<file path="src/smrc_defs.vh">
`ifndef SMRC_DEFS_VH
`define SMRC_DEFS_VH
// Parameter addresses, word index on the parameter port
`define SMRC_ADDR_AN1_USAGE   16'h091C
`define SMRC_ADDR_AN2_USAGE   16'h0926
`define SMRC_ADDR_PT_REF_CUR  16'h2008
`define SMRC_ADDR_OP_MODE     16'h3000
`define SMRC_ADDR_PT_INVERT   16'h3002
`define SMRC_ADDR_AN_OFFSET   16'h3004
`define SMRC_ADDR_AN_ZEROWIN  16'h3006
`define SMRC_ADDR_STATUS      16'h3008
// Reset values
`define SMRC_AN1_USAGE_RST    16'h0001
`define SMRC_AN2_USAGE_RST    16'h0000
`define SMRC_PT_REF_CUR_RST   16'h0000
// Ranges
`define SMRC_AN1_USAGE_MAX    16'h0004
`define SMRC_AN2_USAGE_MAX    16'h0005
`define SMRC_PT_REF_CUR_MAX   16'hB4DC
`define SMRC_AN_ZEROWIN_MAX   16'h7FFF
// Usage codes
`define SMRC_USE_NONE         3'h0
`define SMRC_USE_TGT_VEL      3'h1
`define SMRC_USE_TGT_TRQ      3'h2
`define SMRC_USE_VEL_LIM      3'h3
`define SMRC_USE_CUR_LIM      3'h4
// Operating modes
`define SMRC_MODE_TORQUE      2'h1
`define SMRC_MODE_VELOCITY    2'h2
// Drive states
`define SMRC_ST_RDY_ON        4'h4
`define SMRC_ST_SW_ON         4'h5
`define SMRC_ST_OP_EN         4'h6
// Pulse rate full scale, increments per second
`define SMRC_PT_FULL_RATE     32'd1600000
`define SMRC_CLK_HZ           32'd250000000
// 100 us count window: 160 increments at full rate
`define SMRC_PT_WIN_CYC       18'h061A8
`define SMRC_PT_WIN_INC       16'h00A0
`endif

</file>
<file path="src/smrc_servo_mode_ref.v">
`include "smrc_defs.vh"
module smrc_servo_mode_ref (
  input  wire        clk_sys,
  input  wire        sys_rst,
  input  wire        parWrite,
  input  wire        parRead,
  input  wire [15:0] parAddr,
  input  wire [15:0] parWdata,
  output reg  [15:0] parRdata,
  output reg         parAck,
  output reg         parReject,
  input  wire        pulseTrainA,
  input  wire        pulseTrainB,
  input  wire [15:0] analogInOne,
  input  wire [15:0] analogInTwo,
  input  wire [5:0]  digitalIn,
  input  wire [3:0]  driveState,
  input  wire        velInWindow,
  input  wire        motorStandstill,
  input  wire        selectedError,
  input  wire        quickStop,
  input  wire        errorStop,
  output reg  [4:0]  digitalOut,
  output reg  [15:0] torqueRefCurrent,
  output reg         torqueRefNegative,
  output reg         velocityModeActive,
  output reg         powerStageEnable,
  output reg         faultResetReq,
  output reg         modeSwitchReq,
  output reg         velLimitReq,
  output reg         zeroClampReq,
  output reg         haltReq,
  output reg  [2:0]  analogOneUse,
  output reg  [2:0]  analogTwoUse,
  output reg  [15:0] analogOneTarget,
  output reg  [15:0] analogTwoTarget
);

////////////////////////////////////////////////////////////////////////////////
// Input synchronisers
reg [7:0] pinMeta_reg;
reg [7:0] pinSync_reg;
always @(posedge clk_sys or posedge sys_rst) begin
  if (sys_rst) begin
    pinMeta_reg <= 8'h00;
    pinSync_reg <= 8'h00;
  end else begin
    pinMeta_reg <= {pulseTrainA, pulseTrainB, digitalIn};
    pinSync_reg <= pinMeta_reg;
  end
end
wire       ptA  = pinSync_reg[7];
wire       ptB  = pinSync_reg[6];
wire [5:0] dIn  = pinSync_reg[5:0];

////////////////////////////////////////////////////////////////////////////////
// Parameters
reg [15:0] an1Use_reg;
reg [15:0] an2Use_reg;
reg [15:0] refCur_reg;
reg [1:0]  opMode_reg;
reg        ptInvert_reg;
reg [15:0] anOffset_reg;
reg [15:0] anZeroWin_reg;
reg        stageEn_reg;

function inRange;
  input [15:0] val;
  input [15:0] maxVal;
  begin
    inRange = (val <= maxVal);
  end
endfunction

wire wrAn1  = parWrite && parAddr == `SMRC_ADDR_AN1_USAGE;
wire wrAn2  = parWrite && parAddr == `SMRC_ADDR_AN2_USAGE;
wire wrCur  = parWrite && parAddr == `SMRC_ADDR_PT_REF_CUR;
wire wrMode = parWrite && parAddr == `SMRC_ADDR_OP_MODE;
wire wrInv  = parWrite && parAddr == `SMRC_ADDR_PT_INVERT;
wire wrOff  = parWrite && parAddr == `SMRC_ADDR_AN_OFFSET;
wire wrWin  = parWrite && parAddr == `SMRC_ADDR_AN_ZEROWIN;
wire okAn1  = !stageEn_reg && inRange(parWdata, `SMRC_AN1_USAGE_MAX);
wire okAn2  = !stageEn_reg && inRange(parWdata, `SMRC_AN2_USAGE_MAX);
wire okCur  = inRange(parWdata, `SMRC_PT_REF_CUR_MAX);
wire okMode = parWdata[15:2] == 14'h0000 && parWdata[1:0] != 2'h3;
wire okInv  = parWdata[15:1] == 15'h0000;
wire okWin  = inRange(parWdata, `SMRC_AN_ZEROWIN_MAX);
wire anyWr  = wrAn1 | wrAn2 | wrCur | wrMode | wrInv | wrOff | wrWin;
wire wrOk   = (wrAn1 & okAn1) | (wrAn2 & okAn2) | (wrCur & okCur)
            | (wrMode & okMode) | (wrInv & okInv) | wrOff | (wrWin & okWin);

always @(posedge clk_sys or posedge sys_rst) begin
  if (sys_rst) begin
    an1Use_reg    <= `SMRC_AN1_USAGE_RST;
    an2Use_reg    <= `SMRC_AN2_USAGE_RST;
    refCur_reg    <= `SMRC_PT_REF_CUR_RST;
    opMode_reg    <= `SMRC_MODE_VELOCITY;
    ptInvert_reg  <= 1'b0;
    anOffset_reg  <= 16'h0000;
    anZeroWin_reg <= 16'h0000;
  end else begin
    if (wrAn1 && okAn1)
      an1Use_reg <= parWdata;
    if (wrAn2 && okAn2)
      an2Use_reg <= parWdata;
    if (wrCur && okCur)
      refCur_reg <= parWdata;
    if (wrMode && okMode)
      opMode_reg <= parWdata[1:0];
    if (wrInv && okInv)
      ptInvert_reg <= parWdata[0];
    if (wrOff)
      anOffset_reg <= parWdata;
    if (wrWin && okWin)
      anZeroWin_reg <= parWdata;
  end
end

reg [15:0] rdMux;
always @* begin
  case (parAddr)
    `SMRC_ADDR_AN1_USAGE:  rdMux = an1Use_reg;
    `SMRC_ADDR_AN2_USAGE:  rdMux = an2Use_reg;
    `SMRC_ADDR_PT_REF_CUR: rdMux = refCur_reg;
    `SMRC_ADDR_OP_MODE:    rdMux = {14'h0000, opMode_reg};
    `SMRC_ADDR_PT_INVERT:  rdMux = {15'h0000, ptInvert_reg};
    `SMRC_ADDR_AN_OFFSET:  rdMux = anOffset_reg;
    `SMRC_ADDR_AN_ZEROWIN: rdMux = anZeroWin_reg;
    `SMRC_ADDR_STATUS:     rdMux = {driveState, 6'h00, velocityModeActive,
                                    stageEn_reg, 4'h0};
    default:               rdMux = 16'h0000;
  endcase
end

always @(posedge clk_sys or posedge sys_rst) begin
  if (sys_rst) begin
    parRdata  <= 16'h0000;
    parAck    <= 1'b0;
    parReject <= 1'b0;
  end else begin
    parRdata  <= parRead ? rdMux : 16'h0000;
    parAck    <= parRead | (parWrite & wrOk);
    parReject <= parWrite & ~(anyWr & wrOk);
  end
end

////////////////////////////////////////////////////////////////////////////////
// Digital input defaults; functions are routed by mode
always @(posedge clk_sys or posedge sys_rst) begin
  if (sys_rst) begin
    stageEn_reg      <= 1'b0;
    powerStageEnable <= 1'b0;
    faultResetReq    <= 1'b0;
    modeSwitchReq    <= 1'b0;
    velLimitReq      <= 1'b0;
    zeroClampReq     <= 1'b0;
    haltReq          <= 1'b0;
  end else begin
    stageEn_reg      <= dIn[0];
    powerStageEnable <= dIn[0];
    faultResetReq    <= dIn[1];
    modeSwitchReq    <= dIn[2];
    // Torque mode has no velocity limit or clamp function
    velLimitReq      <= dIn[3] && opMode_reg == `SMRC_MODE_VELOCITY;
    zeroClampReq     <= dIn[4] && opMode_reg == `SMRC_MODE_VELOCITY;
    haltReq          <= dIn[5];
  end
end

////////////////////////////////////////////////////////////////////////////////
// Velocity mode sequencing
localparam [2:0] VM_IDLE = 3'b001;
localparam [2:0] VM_RUN  = 3'b010;
localparam [2:0] VM_STOP = 3'b100;
reg [2:0] vmState_reg;
reg [2:0] vmState_next;
reg       stagePrev_reg;
wire      stageRise = stageEn_reg & ~stagePrev_reg;
wire      stopCause = dIn[5] | quickStop | errorStop | ~stageEn_reg;

always @* begin
  case (vmState_reg)
    VM_IDLE:
      vmState_next = (stageRise && opMode_reg == `SMRC_MODE_VELOCITY)
                   ? VM_RUN : VM_IDLE;
    VM_RUN:
      vmState_next = stopCause ? VM_STOP : VM_RUN;
    VM_STOP:
      vmState_next = motorStandstill ? VM_IDLE : VM_STOP;
    default:
      vmState_next = VM_IDLE;
  endcase
end

always @(posedge clk_sys or posedge sys_rst) begin
  if (sys_rst) begin
    vmState_reg        <= VM_IDLE;
    stagePrev_reg      <= 1'b0;
    velocityModeActive <= 1'b0;
    analogOneUse       <= 3'h0;
    analogTwoUse       <= 3'h0;
  end else begin
    vmState_reg        <= vmState_next;
    stagePrev_reg      <= stageEn_reg;
    velocityModeActive <= vmState_next != VM_IDLE;
    if (stageRise) begin
      analogOneUse <= an1Use_reg[2:0];
      analogTwoUse <= an2Use_reg[2:0];
    end
  end
end

////////////////////////////////////////////////////////////////////////////////
// Digital output defaults
always @(posedge clk_sys or posedge sys_rst) begin
  if (sys_rst) begin
    digitalOut <= 5'h00;
  end else begin
    digitalOut[0] <= driveState == `SMRC_ST_RDY_ON
                  || driveState == `SMRC_ST_SW_ON
                  || driveState == `SMRC_ST_OP_EN;
    digitalOut[1] <= driveState == `SMRC_ST_OP_EN;
    // Velocity window only means something in velocity mode
    digitalOut[2] <= velInWindow
                  && opMode_reg == `SMRC_MODE_VELOCITY;
    digitalOut[3] <= motorStandstill;
    digitalOut[4] <= selectedError;
  end
end

////////////////////////////////////////////////////////////////////////////////
// Pulse train torque reference: quadrature decode, count over 100 us window
reg [1:0]  abPrev_reg;
reg [17:0] winCnt_reg;
reg signed [12:0] incCnt_reg;
reg signed [12:0] incLast_reg;
wire       stepA = ptA ^ abPrev_reg[1];
wire       stepB = ptB ^ abPrev_reg[0];
wire       fwd   = stepA ? (ptA ^ ptB) : (ptA ~^ ptB);
wire       step  = stepA ^ stepB;
wire       winEnd = winCnt_reg == `SMRC_PT_WIN_CYC - 18'h00001;
wire [12:0] incMag = incLast_reg[12] ? -incLast_reg : incLast_reg;
// 160 increments per window equals full scale; short window keeps
// the update rate up at the cost of coarser resolution
wire [28:0] scaled = incMag[11:0] * refCur_reg / `SMRC_PT_WIN_INC;

always @(posedge clk_sys or posedge sys_rst) begin
  if (sys_rst) begin
    abPrev_reg        <= 2'b00;
    winCnt_reg        <= 18'h00000;
    incCnt_reg        <= 13'h0000;
    incLast_reg       <= 13'h0000;
    torqueRefCurrent  <= 16'h0000;
    torqueRefNegative <= 1'b0;
  end else begin
    abPrev_reg <= {ptA, ptB};
    if (winEnd) begin
      winCnt_reg  <= 18'h00000;
      incLast_reg <= incCnt_reg;
      // A step on the closing cycle opens the next window, never lost
      incCnt_reg  <= step ? (fwd ? 13'h0001 : 13'h1FFF) : 13'h0000;
    end else begin
      winCnt_reg <= winCnt_reg + 18'h00001;
      if (step)
        incCnt_reg <= fwd ? incCnt_reg + 13'h0001 : incCnt_reg - 13'h0001;
    end
    if (opMode_reg == `SMRC_MODE_TORQUE) begin
      torqueRefCurrent  <= (scaled > {13'h0000, refCur_reg})
                         ? refCur_reg : scaled[15:0];
      torqueRefNegative <= incLast_reg[12] ^ ptInvert_reg;
    end else begin
      torqueRefCurrent  <= 16'h0000;
      torqueRefNegative <= 1'b0;
    end
  end
end

////////////////////////////////////////////////////////////////////////////////
// Analog target forming: offset then zero window
function [15:0] anForm;
  input [15:0] raw;
  input [15:0] off;
  input [15:0] win;
  reg signed [16:0] sum;
  reg [16:0] mag;
  begin
    sum = $signed({raw[15], raw}) + $signed({off[15], off});
    mag = sum[16] ? -sum : sum;
    if (mag <= {1'b0, win})
      anForm = 16'h0000;
    else if (sum > 17'sh07FFF)
      anForm = 16'h7FFF;
    else if (sum < -17'sh08000)
      anForm = 16'h8000;
    else
      anForm = sum[15:0];
  end
endfunction

always @(posedge clk_sys or posedge sys_rst) begin
  if (sys_rst) begin
    analogOneTarget <= 16'h0000;
    analogTwoTarget <= 16'h0000;
  end else begin
    analogOneTarget <= anForm(analogInOne, anOffset_reg, anZeroWin_reg);
    analogTwoTarget <= anForm(analogInTwo, anOffset_reg, anZeroWin_reg);
  end
end

endmodule

</file>
<file path="config.mk">
export PLATFORM = sky130hd
export DESIGN_NAME = smrc_servo_mode_ref
export DESIGN_NICKNAME = d
export VERILOG_FILES = /design/src/smrc_servo_mode_ref.v
export VERILOG_INCLUDE_DIRS = /design/src
export SDC_FILE = /design/constraint.sdc
export NUM_CORES = 1
export LEC_CHECK = 0
export ABC_CLOCK_PERIOD_IN_PS = 16100
export BUFFER_PORTS_ARGS = -buffer_cell sky130_fd_sc_hd__buf_2
export CAP_MARGIN = 20
export CORE_ASPECT_RATIO = 1.75
export CORE_MARGIN = 3
export CORE_UTILIZATION = 55
export DETAILED_ROUTE_END_ITERATION = 10
export GPL_TIMING_DRIVEN = 0
export PLACE_DENSITY = 0.77
export SETUP_SLACK_MARGIN = 0.15
export SYNTH_ARGS = -nofsm -noshare
export SYNTH_HDL_FRONTEND = slang
export SYNTH_SLANG_ARGS = --single-unit
</file>
<file path="constraint.sdc">
create_clock -name clk_sys -period 16.1 [get_ports clk_sys]
set_input_delay 0 -clock clk_sys [delete_from_list [all_inputs] [get_ports clk_sys]]
set_output_delay 0 -clock clk_sys [all_outputs]
set_load 0.005 [all_outputs]
</file>
======== Yosys cells after proc, flatten, opt, wreduce, memory -nomap -nowiden ========
Index checks and enable logic that the tools add are counted.
W data, S select, Z words.
storage, ports and cells
  input port bits ......................... 85
  bits in latches ......................... 0
  bits in read-only memories .............. 0
  output and inout bits ................... 85
  memories kept ........................... 0
  logic and storage cells ................. 158
  memory bits (writable) .................. 0
  register bits ........................... 234
cells by class
  $lt $le $gt $ge ......................... 11
  reductions and logical operators ........ 26
  shifts and indexed selects .............. 0
  eq/ne operators ......................... 19
  muxes and demuxes ....................... 25
  divide/modulo/power cells ............... 1
  multiply operators ...................... 1
  $add $sub $neg .......................... 8
  bitwise logic cells ..................... 35
operator list
  cell                     count
  $mux W16                 9
  $pmux W16 S8             1
  $eq A16 B14 Y1 const B   6
  $mux W13                 5
  $add A16 B16 Y17         2
  $gt A17 B16 Y1 const B   2
  $le A17 B16 Y1           2
  $lt A17 B16 Y1 const B   2
  $mux W17                 2
  $neg A17 Y17             2
  $eq A16 B12 Y1 const B   2
  $le A16 B3 Y1 const B    2
  $div A28 B8 Y29 const B  1
  $gt A29 B16 Y1           1
  $mul A12 B16 Y28         1
  $logic_and A1 B1 Y1      20
  $add A18 B1 Y18 const B  1
  $eq A18 B15 Y1 const B   1
  $mux W18                 1
  $le A16 B15 Y1 const B   1
  $le A16 B16 Y1 const B   1
  $or A1 B1 Y1             16
  $logic_not A15 Y1        1
  $logic_not A14 Y1        1
  23 further kinds         43

======== Depth between registers and ports, before layout ========
Gate-level depths: netlist of the first run.
  depth after elaboration ................. 12
  depth in mapped cells ................... 81
  depth with buffers taken out ............ 71

======== Worst setup path after synthesis of the first run ========
OpenSTA, ideal clock, no wires.
  path kind ............................... reg-to-reg
  start ................................... register incLast_reg[0]
  end ..................................... register torqueRefCurrent[11]
  data arrival time ....................... 16.021 ns
  path slack .............................. -0.053 ns
  required time ........................... 15.968 ns
  period minus slack after synthesis ...... 16.153 ns
  setup time .............................. 0.132 ns
  path buffers ............................ 5
  stages on the path, launching flop included .. 73
  cell sequence ........................... dfrtp_1 > clkbuf_1 > inv_1 > nand2_1 > or4b_2 > o41ai_1 > xor2_1 > nor2_1 > fa_1 > inv_1 > fa_1 > inv_1 > fa_1 > fa_1 > inv_1 > fa_1 > inv_1 > ha_1 > [37 not listed] > nor2b_1 > o21ai_0 > nand2b_1 > a21oi_1 > nor2b_1 > o21ai_0 > nand2b_1 > a21oi_1 > nor2b_1 > o21ai_0 > nand2b_1 > a21oi_1 > nor2_1 > a2111oi_0 > clkbuf_1 > clkbuf_1 > mux2i_1 > nor2_1
on the way
  word-level cells in the longest chain between the ends .. 7
RTL lines
  item                                  line                       text
  start, declared                       smrc_servo_mode_ref.v:236  reg signed [12:0] incLast_reg;
  start signal, assigned                smrc_servo_mode_ref.v:259  incLast_reg <= incCnt_reg;
  $neg A12 Y12                          smrc_servo_mode_ref.v:242  wire [12:0] incMag = incLast_reg[12] ? -incLast_reg : incLast_reg;
  $mux W12 (*)                          smrc_servo_mode_ref.v:242
  $mul A12 B16 Y28 (*)                  smrc_servo_mode_ref.v:245  wire [28:0] scaled = incMag[11:0] * refCur_reg / `SMRC_PT_WIN_INC;
  $div A28 B8 Y29 (no source line) (*)  --
  $gt A29 B16 Y1                        smrc_servo_mode_ref.v:268  torqueRefCurrent <= (scaled > {13'h0000, refCur_reg})
  $mux W16 (*)                          smrc_servo_mode_ref.v:269  ? refCur_reg : scaled[15:0];
  $mux W16 (*)                          smrc_servo_mode_ref.v:267  if (opMode_reg == `SMRC_MODE_TORQUE) begin
  end signal, assigned                  smrc_servo_mode_ref.v:268
  end, declared                         smrc_servo_mode_ref.v:24   output reg [15:0] torqueRefCurrent,
Every way passes the cells marked *; elsewhere a longest branch is shown, timed or not.
A chain may end at the register's enable or synchronous reset.

======== Final worst setup path of the first run ========
  start ................................... register incLast_reg[0]
  end ..................................... register torqueRefCurrent[6]
Same word-level chain as after synthesis.

==> results of run 1 <==
[placed cells by master, fill, tap and decap left out, types with 35 or more instances in the layout]
cell type      instances
fa_1                 137
inv_1                253
buf_2                176
buf_4                145
mux2_2                49
dlygate4sd3_1         40
nand4_1               35
dfrtp_1              231
o21ai_0               74
nand2_1              253
xnor2_1              101
and2_1                53
clkbuf_1              65
ha_1                 153
nor2_1               177
nand3_1               49
a21oi_1              156
[path summary, 6_finish.rpt]
| check | to | slack (ps) | depth (start not counted) |
|---|---|---|---|
| max in group asynchronous | torqueRefCurrent[12] | 14870 | 4 |
| min reg2reg | modeSwitchReq | 350 | 0 |
| max | torqueRefCurrent[6] | -480 | 81 |
| max reg2reg | torqueRefCurrent[6] | -480 | 81 |
| min | analogTwoTarget[14] | 50 | 4 |
| min in group asynchronous | analogOneTarget[10] | 180 | 3 |
[power breakdown]
part	internal (mW)	switching [mW]	leakage [nW]
registers	0.609	0.0166	3.08
clock network	0.300	0.242	0.354
logic	0.101	0.132	10.1
[critical path, delay by kind of cell, from the launching register on]
family                   cells  cell delay [ps]
AND/OR/NAND/NOR             27             4650
multiplexers                 4             1040
buffers and inverters       17             2440
flip-flops                   1              390
adder cells (fa/ha/maj)      7             3030
XOR/XNOR                     1              270
AO/OA/AOI/OAI               25             4620
[routing by layer]
layer	global-route usage, %	vias up	part of all wire [%]
li1	-	9534	-
met1	32.9	10408	32
met2	63.9	994	53
met3	4.91	399	5.3
met4	28.2	0	10
met5	0	-	0
[cells by family (layout without fill, tap and decap cells)]
group,after synthesis,after routing,share of synthesized area [%]
mux,77,78,3.84
simple gates,793,793,17.1
xor+xnor,154,154,6.07
fa+ha+maj,308,308,22.0
buf+inv,367,786,6.42
flops,234,234,26.2
compound gates,573,574,18.3
[timing repair]
item                                    4_1_cts  5_1_grt
hold buffers                                 40        0
gates resized for setup                     304      105
hold endpoints to repair                    195        0
cloned                                        3        2
pin swaps                                   150       88
endpoints found under the setup margin       16       16
setup buffers                               124       42
[Yosys cell counts (12+ instances only)]
cell	instances
nor4_1	31
and2_1	54
a21o_1	22
xnor2_1	115
a31oi_1	24
inv_1	263
mux2_2	51
dfrtp_1	231
and3_1	18
a21oi_1	171
o21bai_1	36
o21ai_1	21
nand3_1	56
mux2i_1	24
ha_1	163
nand2b_1	23
o21ai_0	86
nand4_1	35
buf_2	19
nor2b_1	21
or3_1	12
xor2_1	38
nor3_1	34
nand2_1	264
a222oi_1	21
o211ai_1	18
fa_1	143
a211oi_1	14
clkbuf_1	77
nor2_1	200
[layout make-up]
type,count,area share (%)
clock buffers,32,2.29
inverters,265,3.58
clock inverters,8,0.300
multi-input cells,1907,59.3
well taps,495,2.18
flip-flops and latches,234,20.6
repair buffers,379,9.54
plain buffers,102,2.14
[metrics by stage]
stage	std cells	power [mW]	hold WS, ps
6_report	3422	1.40	51.6
5_1_grt	3422	1.46	87.9
4_1_cts	3378	1.40	44.1
2_1_floorplan	2506	0.795	31.4
3_3_place_gp	3167	0.842	108
3_5_place_dp	3171	0.857	110
==> flow_summary.yaml, run 1 <==
route:
  viasPerCell: 6.23
  drcViolationCount: 0
  wl_per_cell_microns: 22.4
  drt_iter0_markers: 1714
  wirelength_mm: 76.8
  firstDrtPassIters: 6
  vias: 21335
  ant_nets: 0
pwr:
  powerDensity_nw_per_um2: 49.3
  vdd.ir_drop.worst_v: 0.0000746
  p_leak_nw: 13.5
worst_hold_path:
  hold_start: "analogInTwo[14]"
  min_path_type: "in2reg"
cells_and_area:
  final-seq-area_sq_um: 5860
  antenna_cells: 0
  fill_cells: 2864
  syn_to_final_growth_pct: 27.0
  largest_reg_flops: 18
  fin_nets: 3303
  multi_input_area_sq_um: 16900
  drive_gt1_share_pct: 25.6
  design_area_sq_um: 28400
  final_util_pct: 70.9
timing:
  hold_viol_final: 0
  setup_tns_ps: -7100
  period_needed_ps: 16580
  worst_pin_slew_ps: 1160
  finalMaxSlewViolations: 0
  setup_viol_count_final: 16
  max_freq_mhz: 60.3
  clock_skew_ps: 23.4
  setup_ws_ps: -475
  rsz0062_at_grt: "yes"
  fin_crit_sh_pct: 103
  slew_headroom_pct: 22.6
setup_path:
  start_kind: "flip-flop"
  crit_slowest_cell: "fa_2"
  critPathKind: "reg2reg"
  cp_max_fo: 6
  critPathRequiredTime_ps: 16510
  startpoint: "incLast_reg[0]"
  reg2reg_from: "incLast_reg[0]"
  worst_ep_arrival_time_ps: 16990
  slowest_delay_ps: 600
  end_kind: "flip-flop"
placed_design:
  dp_hpwl_mm: 56.5
  port_buffers: 166
  dpl_cell_area_sq_um: 23900
  place_congestion: 1.04
  place_ws_ps: -3470
yosys:
  syn_area_sq_um: 22400
  syn_inst: 2506
  syn_area_per_cell_sq_um: 8.92
  yosysTopAreaCellShare_pct: 25.9
  synth-warning-count: 0
  synth_top_cell_by_area: "dfrtp_1"
  synth_nets: 2897
  synth_seq_cells: 234
  synth_edf_count: 0
  async_flop_share_pct: 100
  ys.flop_type: "dfrtp_1"
  synthTopCellsByArea: "dfrtp_1 (26%), fa_1 (13%), ha_1 (9.1%)"
  ys_seq_area_share_pct: 26.2
  synth_cell_type_count: 115
floorplan:
  die_w_microns: 158
  dieArea_sq_um: 43200
  ios: 170
  die_y_microns: 273
  core_area_sq_um: 40100
  start_util_pct: 55.8
  rows: 97
clock_tree:
  cts_buffer_depth: 3
  cts_tree: "yes"
  worstSkewPairLatency_ps: 540
  cts_buffers: 23
  root_buffer: "clkbuf_16"
  path_clk_slew_ps: 60
  cts.sinks: 234
  htree_levels: 1
grt:
  antenna_found_initial: 1
  grt_pass1_wl_mm: 117
  overflow: 0
  grt_pass1_vias: 22631
  groute.usage.overall_pct: 34.6
  grt_start_max_net_pins: 120
run_status:
  violations: "setup timing"
  status: "finished, violations left"
run:
  cap_violations: 0
(Power assumes the default switching activity.)
==> run 2, diff against run 1 <==
--- a/config.mk
+++ b/config.mk
@@ -6,7 +6,7 @@
 export SDC_FILE = /design/constraint.sdc
 export NUM_CORES = 1
 export LEC_CHECK = 0
-export ABC_CLOCK_PERIOD_IN_PS = 16100
+export ABC_CLOCK_PERIOD_IN_PS = 16079
 export BUFFER_PORTS_ARGS = -buffer_cell sky130_fd_sc_hd__buf_2
 export CAP_MARGIN = 20
 export CORE_ASPECT_RATIO = 1.75
@@ -14,7 +14,8 @@
 export CORE_UTILIZATION = 55
 export DETAILED_ROUTE_END_ITERATION = 10
 export GPL_TIMING_DRIVEN = 0
-export PLACE_DENSITY = 0.77
+export MAX_ROUTING_LAYER = met4
+export PLACE_DENSITY = 0.74
 export SETUP_SLACK_MARGIN = 0.15
 export SYNTH_ARGS = -nofsm -noshare
 export SYNTH_HDL_FRONTEND = slang
==> constraint.sdc (replaced) <==
create_clock -name clk_sys -period 16.08 [get_ports clk_sys]
set_input_delay 0 -clock clk_sys [delete_from_list [all_inputs] [get_ports clk_sys]]
set_output_delay 0 -clock clk_sys [all_outputs]
set_load 0.005 [all_outputs]
==> flow_summary.yaml, run 2 (synthesis gave the netlist of run 1 again) <==
cells_and_area:
  fin_nets: 3341
  fill_cells: 2911
  syn_to_final_growth_pct: 30.7
  fin_cells: 3466
  layout_common_cells: "nand2_1 (254), inv_1 (249), dfrtp_1 (231)"
  mostFrequentLayoutCell: "nand2_1"
  largest_reg_flops: 18
  final_util_pct: 73.0
  drive_gt1_share_pct: 27.7
grt:
  grt_start_max_net_pins: 100
  grt_pass1_vias: 22527
  grt_pass1_wl_mm: 118
  antenna_found_initial: 4
  overflow: 0
  groute.usage.overall_pct: 36.2
timing:
  fin_crit_sh_pct: 102
  finalMaxSlewViolations: 0
  slew_headroom_pct: 27.5
  setup_viol_count_final: 16
  period_needed_ps: 16370
  max_freq_mhz: 61.1
  setup_tns_ps: -3800
  setup_ws_ps: -288
  hold_viol_final: 0
  rsz0062_at_grt: "yes"
  clock_skew_ps: 18.4
  worst_pin_slew_ps: 1080
setup_path:
  cp_common_cell: "buf_4"
  rr_endpoint: "torqueRefCurrent[12]"
  crit_slowest_cell: "fa_1"
  r2r.worst_path.cells: 83
  slowest_delay_ps: 570
  end_kind: "flip-flop"
  reg2reg_from: "incLast_reg[0]"
  startpoint: "incLast_reg[0]"
  critPathKind: "reg2reg"
  worst_ep_arrival_time_ps: 16760
  critPathCapture: "torqueRefCurrent[12]"
  start_kind: "flip-flop"
  cp_max_fo: 9
  reg2reg_slack_ps: -290
  critPathRequiredTime_ps: 16480
route:
  drcViolationCount: 0
  wirelength_mm: 78.5
  ant_nets: 0
  drt_iter0_markers: 1649
  vias: 21374
  firstDrtPassIters: 8
  viasPerCell: 6.17
  wl_per_cell_microns: 22.6
clock_tree:
  cts_tree: "yes"
  htree_levels: 1
  cts.sinks: 234
  cts_buffer_depth: 3
  cts_buffers: 24
  worstSkewPairLatency_ps: 540
  root_buffer: "clkbuf_16"
  path_clk_slew_ps: 70
floorplan:
  rows: 97
  core_area_sq_um: 40100
  die_y_microns: 273
  start_util_pct: 55.8
  die_w_microns: 158
  dieArea_sq_um: 43200
  ios: 170
pwr:
  vdd.ir_drop.worst_v: 0.0000811
  p_leak_nw: 13.9
  powerDensity_nw_per_um2: 50.6
run:
  cap_violations: 0
worst_hold_path:
  min_path_type: "in2reg"
placed_design:
  port_buffers: 166
  place_congestion: 1.02
  dp_hpwl_mm: 58.6
  dpl.cell_count: 3172
run_status:
  status: "finished, violations left"
  violations: "setup timing"
[run 2: cell type report]
type,count,area (sq um),area share [%]
buffer,102,614,2.10
clock buffer,29,671,2.29
tap,495,619,2.12
sequential,234,5860,20.0
clock inverter,14,201,0.689
antenna,4,10.0,0.0342
timing repair buffer,418,3090,10.6
multi-input combinational,1905,17100,58.7
inverter,265,1020,3.48
[run 2: critical path: cells and delay by family (launching register included)]
kind                     cells  cell delay, ps
AO/OA/AOI/OAI               30            5520
AND/OR/NAND/NOR             24            3700
buffers and inverters       20            3250
adder cells (fa/ha/maj)      7            2890
flip-flops                   1             380
multiplexers                 1             240
XOR/XNOR                     1             210
[run 2: stage by stage]
stage | hold slack [ps] | worst slack (ps) | instance area (sq um) | power [mW]
finish | 12.6 | -288 | 29200 | 1.48
global route | 75.1 | -1050 | 29200 | 1.54
CTS | 2.54 | -90.8 | 27900 | 1.48
detailed placement | 55.8 | -3520 | 23900 | 0.857
global placement | 108 | -3230 | 23800 | 0.844
floorplan | 31.4 | 292 | 22400 | 0.796
[run 2: what timing repair did]
| item | in CTS | in global routing |
|---|---|---|
| cloned | 2 | 0 |
| endpoints found under the hold margin | 310 | 0 |
| resized for setup | 326 | 141 |
| setup endpoints to repair | 16 | 16 |
| pin swaps | 144 | 108 |
| hold buffers | 39 | 0 |
| setup buffers | 136 | 69 |
[run 2: power by group]
group	leakage (nW)	total (mW)	internal (mW)	switching (mW)
Combinational	10.4	0.232	0.102	0.131
Clock	0.416	0.623	0.366	0.257
Sequential	3.08	0.625	0.609	0.0157
[run 2: worst min path at each step]
stage	from	endpoint	slack, ps	cells past startpoint
2_1_floorplan	motorStandstill	digitalOut[3]	30	0
3_3_place_gp	selectedError	digitalOut[4]	110	1
3_5_place_dp	sys_rst	analogOneTarget[14]	60	2
4_1_cts	analogInOne[0]	analogOneTarget[0]	3	4
5_1_grt	sys_rst	pinSync_reg[7]	80	3
6_report	analogInOne[0]	analogOneTarget[0]	10	4
[run 2: routing by layer]
metal  vias up  wire length [microns]  GRT usage, %  share of wire, %
met4         0                   7960          29.4                10
met1     10473                  24700          31.8                32
met3       402                   3300          4.55               4.2
met2       889                  42500          66.5                54
met5         -                      0             -                 0
li1       9610                      -             -                 -
==> run 3, diff against run 2 <==
--- a/config.mk
+++ b/config.mk
@@ -6,16 +6,14 @@
 export SDC_FILE = /design/constraint.sdc
 export NUM_CORES = 1
 export LEC_CHECK = 0
-export ABC_CLOCK_PERIOD_IN_PS = 16079
 export BUFFER_PORTS_ARGS = -buffer_cell sky130_fd_sc_hd__buf_2
 export CAP_MARGIN = 20
 export CORE_ASPECT_RATIO = 1.75
-export CORE_MARGIN = 3
-export CORE_UTILIZATION = 55
+export CORE_MARGIN = 10
+export CORE_UTILIZATION = 30
 export DETAILED_ROUTE_END_ITERATION = 10
 export GPL_TIMING_DRIVEN = 0
 export MAX_ROUTING_LAYER = met4
-export PLACE_DENSITY = 0.74
 export SETUP_SLACK_MARGIN = 0.15
 export SYNTH_ARGS = -nofsm -noshare
 export SYNTH_HDL_FRONTEND = slang
==> flow_summary.yaml, run 3 (synthesis gave the netlist of run 1 again) <==
run_status:
  status: "finished, violations left"
  violations: "setup timing"
placed_design:
  place_ws_ps: -3430
  port_buffers: 166
  dpl_cell_area_sq_um: 24400
  place_congestion: 0.954
  dp_hpwl_mm: 61.5
clock_tree:
  cts_buffers: 25
  path_clk_slew_ps: 60
  cts_tree: "yes"
  root_buffer: "clkbuf_16"
  htree_levels: 1
  cts.sinks: 234
  cts_buffer_depth: 3
  worstSkewPairLatency_ps: 560
cells_and_area:
  layout_common_cells: "nand2_1 (254), inv_1 (250), dfrtp_1 (228)"
  largest_reg_flops: 18
  mostFrequentLayoutCell: "nand2_1"
  multi_input_area_sq_um: 17100
  design_area_sq_um: 29300
  syn_to_final_growth_pct: 30.9
  fill_cells: 7264
  drive_gt1_share_pct: 26.8
  final-seq-area_sq_um: 5860
  fin_nets: 3301
route:
  ant_nets: 0
  vias: 20842
  drcViolationCount: 0
  wl_per_cell_microns: 20.7
  drt_iter0_markers: 1132
  wirelength_mm: 80.1
  firstDrtPassIters: 6
  viasPerCell: 5.39
pwr:
  vdd.ir_drop.worst_v: 0.0000765
  p_leak_nw: 13.6
  powerDensity_nw_per_um2: 50.4
timing:
  setup_ws_ps: -117
  clock_skew_ps: 20.6
  period_needed_ps: 16200
  slew_headroom_pct: 26.8
  setup_viol_count_final: 15
  max_freq_mhz: 61.7
  rsz0062_at_grt: "yes"
  fin_crit_sh_pct: 101
  worst_pin_slew_ps: 1090
  hold_viol_final: 0
  finalMaxSlewViolations: 0
setup_path:
  worst_ep_arrival_time_ps: 16600
  crit_slowest_cell: "or4b_4"
  reg2reg_from: "incLast_reg[0]"
  critPathRequiredTime_ps: 16490
  cp_max_fo: 8
  r2r.worst_path.cells: 82
  rr_endpoint: "torqueRefCurrent[8]"
  end_kind: "flip-flop"
  critPathKind: "reg2reg"
  reg2reg_slack_ps: -120
  slowest_delay_ps: 570
  start_kind: "flip-flop"
worst_hold_path:
  hold_path_depth: 4
  min_path_type: "in2reg"
  hold_start: "analogInTwo[0]"
  holdPathEnd: "analogTwoTarget[0]"
floorplan:
  start_util_pct: 30.2
  dieArea_sq_um: 86300
  rows: 132
  ios: 170
  die_w_microns: 226
  die_y_microns: 381
  core_area_sq_um: 74000
grt:
  groute.usage.overall_pct: 18.6
  overflow: 0
  grt_start_max_net_pins: 120
  grt_pass1_wl_mm: 123
  antenna_found_initial: 1
  grt_pass1_vias: 21674
run:
  cap_violations: 0
run 3: changes by cell type in the layout (fill, tap and decap cells not counted), sizes merged, moves of 2 or more:
cell / previous run / this run
clkinvlp: 4 / 0
diode: 4 / 2
clkbuf: 102 / 110
clkinv: 4 / 6
buf: 408 / 365
run 3: how the worst max path moves through the flow:
stage / slack (ps) / startpoint / end / depth (start not counted)
after floorplan: 290 / incLast_reg[0] / torqueRefCurrent[13] / 72
after global placement: -3370 / incLast_reg[0] / torqueRefCurrent[9] / 74
after detailed placement: -3430 / incLast_reg[0] / torqueRefCurrent[11] / 74
after CTS: -220 / incLast_reg[0] / torqueRefCurrent[3] / 82
after global routing: -840 / incLast_reg[0] / torqueRefCurrent[6] / 83
final: -120 / incLast_reg[0] / torqueRefCurrent[8] / 82
run 3: per-stage QoR:
stage               instances  utilization [%]  setup TNS [ps]  total power, mW  hold WS (ps)
floorplan                2506                -               0            0.796          31.4
global placement         3610             32.9          -50550            0.845           108
detailed placement       3612             33.0          -51180            0.852           109
CTS                      3835             38.4           -2810             1.50          9.10
global route             3868             39.6          -12950             1.55          48.3
finish                   3869             39.6           -1400             1.48          29.1
run 3: layer usage:
layer  up-vias  part of all wire, %  GRT usage, %
met5         -                    0             -
met3       298                  4.3          2.02
li1       9550                    -             -
met1     10245                   35          18.0
met2       749                   54          34.7
met4         0                  7.3          10.7
run 3: final cells by class:
type	count	area share (%)
sequential	234	20.0
inverter	265	3.45
timing repair buffer	376	9.21
tap	938	4.01
antenna	2	0.0171
clock buffer	35	2.47
clock inverter	11	0.504
buffer	102	2.06
multi-input combinational	1906	58.3
run 3: timing repair:
| action | CTS | global route |
|---|---|---|
| hold buffers | 38 | 0 |
| gates resized for setup | 322 | 128 |
| setup buffers | 137 | 31 |
| pin swaps | 153 | 98 |
| cloned | 2 | 1 |
| endpoints found under the hold margin | 194 | 0 |
| endpoints found under the setup margin | 16 | 16 |
run 3: report_power, final:
group	leakage, nW	internal, mW	switching (mW)
clock network	0.433	0.364	0.264
logic	10.1	0.0993	0.123
registers	3.07	0.610	0.0155
run 3: worst max-delay path, delay by kind of cell (launching register included):
family                     cells  cell delay [ps]
AOI/OAI and AO/OA             26             5510
and+or+nand+nor               26             4000
adders and majority gates      7             2850
buffers and inverters         20             2690
xor gates and xnor gates       2              380
DFF                            1              370
muxes                          1              240
